`config.mk`:
```
export PLATFORM = sky130hd
export DESIGN_NAME = stack_limit_compare_flat
export DESIGN_NICKNAME = d
export VERILOG_FILES = /design/src/hdl/stack_check_if.sv /design/src/hdl/stack_limit_compare.sv /design/src/flat_wrapper.sv
export VERILOG_INCLUDE_DIRS = /design/src /design/src/hdl
export SDC_FILE = /design/constraint.sdc
export NUM_CORES = 1
export LEC_CHECK = 0
export BUFFER_PORTS_ARGS = -buffer_cell sky130_fd_sc_hd__buf_2
export CAP_MARGIN = 20
export CORE_AREA = 2 2 39 41
export DETAILED_ROUTE_END_ITERATION = 8
export DIE_AREA = 0 0 41 43
export PLACE_DENSITY_LB_ADDON = 0.25
export SYNTH_ARGS = -nofsm -noshare
export SYNTH_HDL_FRONTEND = slang
export SYNTH_SLANG_ARGS = --single-unit
```
`constraint.sdc`:
```
create_clock -name vclk -period 4.58
set_clock_uncertainty 0.1 [all_clocks]
set_input_delay 0.458 -clock vclk [all_inputs]
set_output_delay 0.458 -clock vclk [all_outputs]
set_load 0.01 [all_outputs]
```
`src/hdl/stack_consts.svh`:
```
// constants for the stack pointer and stack limit checker
`ifndef STACK_CONSTS_SVH
`define STACK_CONSTS_SVH

// lowest legal stack address, below it lies the special register area
`define STK_FLOOR      16'h0800
// stack pointer value after reset
`define STK_SP_RESET   16'h0800
// one stack word in bytes
`define STK_WORD_STEP  16'h0002
// position of the forced-zero alignment bit
`define STK_ALIGN_BIT  0
// filler bit placed between status byte and upper pc bits on exception push
`define STK_EXC_FILL   1'b0
// upper nine bits of a call push word, zero-extended
`define STK_CALL_FILL  9'h000

`endif

```
`src/hdl/stack_check_if.sv`:
```
// carrier between the stack engine and its address comparator
`timescale 1ns/1ps
`default_nettype none
interface stack_check_if;
    logic [15:0] addr;        // stack-derived effective address
    logic [15:0] limit;       // current stack limit
    logic        check_push;  // address belongs to a push
    logic        overflow;    // push address above limit
    logic        underflow;   // address below floor

    modport engine (output addr, limit, check_push,
                    input  overflow, underflow);
    // comparator side; named cmp since the plain word is reserved
    modport cmp (input  addr, limit, check_push,
                 output overflow, underflow);
endinterface
`default_nettype wire

```
`src/hdl/stack_limit_compare.sv`:
```
// combinational limit and floor comparator for stack addresses
`timescale 1ns/1ps
`default_nettype none
`include "stack_consts.svh"
module stack_limit_compare (
    stack_check_if.cmp chk       // address in, violation flags out
);
    // same-cycle unsigned compares, no pipeline stage
    always_comb begin
        // RULE11 strict greater test
        chk.overflow  = chk.check_push && (chk.addr > chk.limit);
        // RULE9 floor check
        chk.underflow = (chk.addr < `STK_FLOOR);
    end
endmodule
`default_nettype wire

```
`src/flat_wrapper.sv`:
```
// flat-port wrapper written by rule: the top's interface ports become plain ports
module stack_limit_compare_flat 
  (chk_addr, chk_limit, chk_check_push, chk_overflow, chk_underflow);
  stack_check_if chk_i ();
  input wire logic [$bits(chk_i.addr)-1:0] chk_addr;
  input wire logic [$bits(chk_i.limit)-1:0] chk_limit;
  input wire logic [$bits(chk_i.check_push)-1:0] chk_check_push;
  output wire logic [$bits(chk_i.overflow)-1:0] chk_overflow;
  output wire logic [$bits(chk_i.underflow)-1:0] chk_underflow;
  assign chk_i.addr = chk_addr;
  assign chk_i.limit = chk_limit;
  assign chk_i.check_push = chk_check_push;
  assign chk_overflow = chk_i.overflow;
  assign chk_underflow = chk_i.underflow;
  stack_limit_compare u_core (.chk(chk_i));
endmodule
```
; ---- Word level (Yosys, flattened, before mapping)
; Index checks and enable logic that the tools add are counted.
[word_totals]
regBits = 0
inputBits = 33
out_inout_bits = 2
word_cells = 3
[classes]
n_lt_le_gt_ge = 2
n_reduce_logical = 1
[ops]
columns = op, n
row1 = $gt A16 B16 Y1, 1
row2 = $lt A16 B12 Y1 const B, 1
row3 = $logic_and A1 B1 Y1, 1

; ---- Longest topological paths before layout
[depth]
word_depth = 2
depth_mapped = 6

; ---- Worst setup path after synthesis
; No wires, ideal clock.
[synth_timing]
path_type = in2out
startpoint = input port chk_limit[14]
endpoint = output port chk_overflow
arrival_ns = 1.841
required_ns = 4.022
slack_ns = 2.181
cell_stages = 6
n_path_buf = 0
cell_sequence = inv_1 > ha_1 > nand4_1 > or4_1 > a21o_1 > a31oi_1
[synth_via]
elab_chain_cells = 2
[synth_lines]
columns = element, line
row1 = start: declaration, flat_wrapper.sv:6  ; input wire logic [$bits(chk_i.limit)-1:0] chk_limit;
row2 = $gt A16 B16 Y1, stack_limit_compare.sv:11  ; chk.overflow = chk.check_push && (chk.addr > chk.limit);
row3 = $logic_and A1 B1 Y1, stack_limit_compare.sv:11
row4 = end: declaration, flat_wrapper.sv:8  ; output wire logic [$bits(chk_i.overflow)-1:0] chk_overflow;
; No other way between the ends.

; ---- Worst setup path after layout
[layout_timing]
startpoint = input port chk_addr[14]
endpoint = output port chk_overflow
[layout_via]
elab_chain_cells = 2
[layout_lines]
columns = element, line
row1 = start: declaration, flat_wrapper.sv:5  ; input wire logic [$bits(chk_i.addr)-1:0] chk_addr;
row2 = $gt A16 B16 Y1, stack_limit_compare.sv:11
row3 = $logic_and A1 B1 Y1, stack_limit_compare.sv:11
; No other way between the ends.

==> metrics.yaml <==
outcome:
  status: "complete, no violations"
synthesis:
  yosys_warnings: 0
  synth_area_per_cell_sq_um: 6.93
  mappedNetlistArea_sq_um: 409
  yosysUniqueCellTypes: 15
  syn_nets: 108
  synthCells: 59
  seq_area_frac_synth_pct: 0
finish:
  seq_cells: 0
  nets: 145
  final_common_cell: "buf_2"
  syn_to_final_growth_pct: 47.7
  regArea_sq_um: 0
  nClkBuffers: 0
  layout-drive-gt1-share_pct: 37.2
  fin_util_pct: 43.7
  final_cell_mix: "buf_2, inv_1, ha_1"
  n_antenna_cell: 0
worst_setup_path:
  critPathMaxFanout: 3
  crit_path_frequent_cell: "buf_2"
  worstSetupEndpointType: "output port"
  path_cells: "buf_2, ha_1, nand4_1, or4_1, a21o_1, a31oi_1, buf_2"
  cp.required_ns: 4.02
  slowest_stage: "or4_1"
  arrival_ns: 2.03
  crit_family: "simple AND/OR/NAND/NOR gates"
  startpoint_type: "primary input"
  slowest_delay_ns: 0.55
  crit_buf_inv: 2
  crit_type: "primary input to output port"
place:
  portBuffers: 35
  dp_hpwl_microns: 898
  gp_congestion: 0.581
  place_ws_ns: 1.99
sta:
  finalCriticalPeriod_ns: 2.59
  hold_viol: 0
  tns_ns: 0
  final-setup-viol-count: 0
  worst_slack_ns: 1.99
  worst_pin_slew_ns: 0.235
  max_slew_margin_pct: 84.3
  drv_slew: 0
  finalCritPeriodShare_pct: 56.5
  rsz0062_at_grt: "no"
  fmax_mhz: 386
route:
  dr.pass1.iters: 2
  vias_per_cell: 4.65
  vias: 511
  drtIter0Drc: 1
  avgRoutedWirePerCell_microns: 8.25
  drc: 0
  routed_wirelength_microns: 907
  ant_nets: 0
floorplan:
  die-area_sq_mm: 0.00176
  io_pins: 35
  die_w_microns: 41
  coreArea_sq_mm: 0.00138
  start_util_pct: 29.6
  die-height_microns: 43
  fp-row-count: 14
power:
  irDropWorstVdd_uv: 27.0
  p_total_uw: 44.2
  p_leak_nw: 0.388
  power_density_mw_per_mm2: 73.2
global_routing:
  gr-usage-all-layers_pct: 11.8
  overflow: 0
  grt_start_max_net_pins: 4
  grt_first_pass_wirelength_microns: 1580
  grt_pass1_vias: 471
  antenna_found_initial: 0
worst_hold_path:
  hp-start: "chk_addr[15]"
  hold_path.class: "primary input to output port"
  hold_end: "chk_underflow"
  whs_path_depth: 3
clock_tree:
  post_cts_buffers: 0
  postCtsHoldBufs: 0
  postCtsResizedCells: 0
flow_run:
  maxCapViolCount: 0
## Yosys cell counts
| master | number | area (sq um) |
|---|---|---|
| ha_1 | 16 | 200 |
| nand4_1 | 3 | 18.8 |
| or4_1 | 2 | 15.0 |
| a221oi_1 | 1 | 8.76 |
| a21o_1 | 1 | 7.51 |
| nor2b_1 | 1 | 6.26 |
| a21oi_1 | 6 | 30.0 |
| a31oi_1 | 1 | 6.26 |
| nand3_1 | 1 | 5.00 |
| o211ai_1 | 1 | 7.51 |
| nand2b_1 | 1 | 6.26 |
| nand2_1 | 4 | 15.0 |
| nor2_1 | 2 | 7.51 |
| inv_1 | 16 | 60.1 |
| o21ai_0 | 3 | 15.0 |
## kinds of logic after synthesis
kind of cell	Yosys count	share of synthesized area (%)
buffers and inverters	16	14.7
and+or+nand+nor	14	18.0
AOI/OAI and AO/OA	13	18.4
adders and majority gates	16	48.9
## metal layers
metal / up-vias / track usage [%] / routed length [microns]
li1: 276 / - / -
met1: 218 / 13.6 / 371
met2: 17 / 23.4 / 473
met3: 0 / 0 / 62
met4: 0 / 0 / 0
met5: - / 0 / 0
## where the power goes
group	switching [mW]	internal, mW
logic	0.0203	0.0240
clock network	0	0
registers	0	0
## worst max-delay path by stage
stage,endpoint,depth (start not counted),slack [ns],startpoint
3_5_place_dp,chk_overflow,8,1.99,chk_limit[14]
6_report,chk_overflow,7,1.99,chk_addr[14]
2_1_floorplan,chk_overflow,6,2.18,chk_limit[14]
4_1_cts,chk_overflow,8,1.98,chk_limit[14]
5_1_grt,chk_overflow,8,1.83,chk_limit[11]
3_3_place_gp,chk_overflow,8,2.03,chk_limit[14]
## cell type report
cell class         count  area, sq um
inverters             16         60.1
multi-input cells     43          349
repair buffers        35          175
well taps             16         20.0
fillers              161          779
## metrics by stage
stage | instance area (sq um) | hold slack [ns] | std cells
5_1_grt | 604 | 1.10 | 110
3_3_place_gp | 604 | 1.07 | 110
6_report | 604 | 1.07 | 110
2_1_floorplan | 409 | 0.864 | 59
3_5_place_dp | 604 | 1.08 | 110
4_1_cts | 604 | 1.08 | 110
Note: power is estimated with default switching activity, not from simulation.
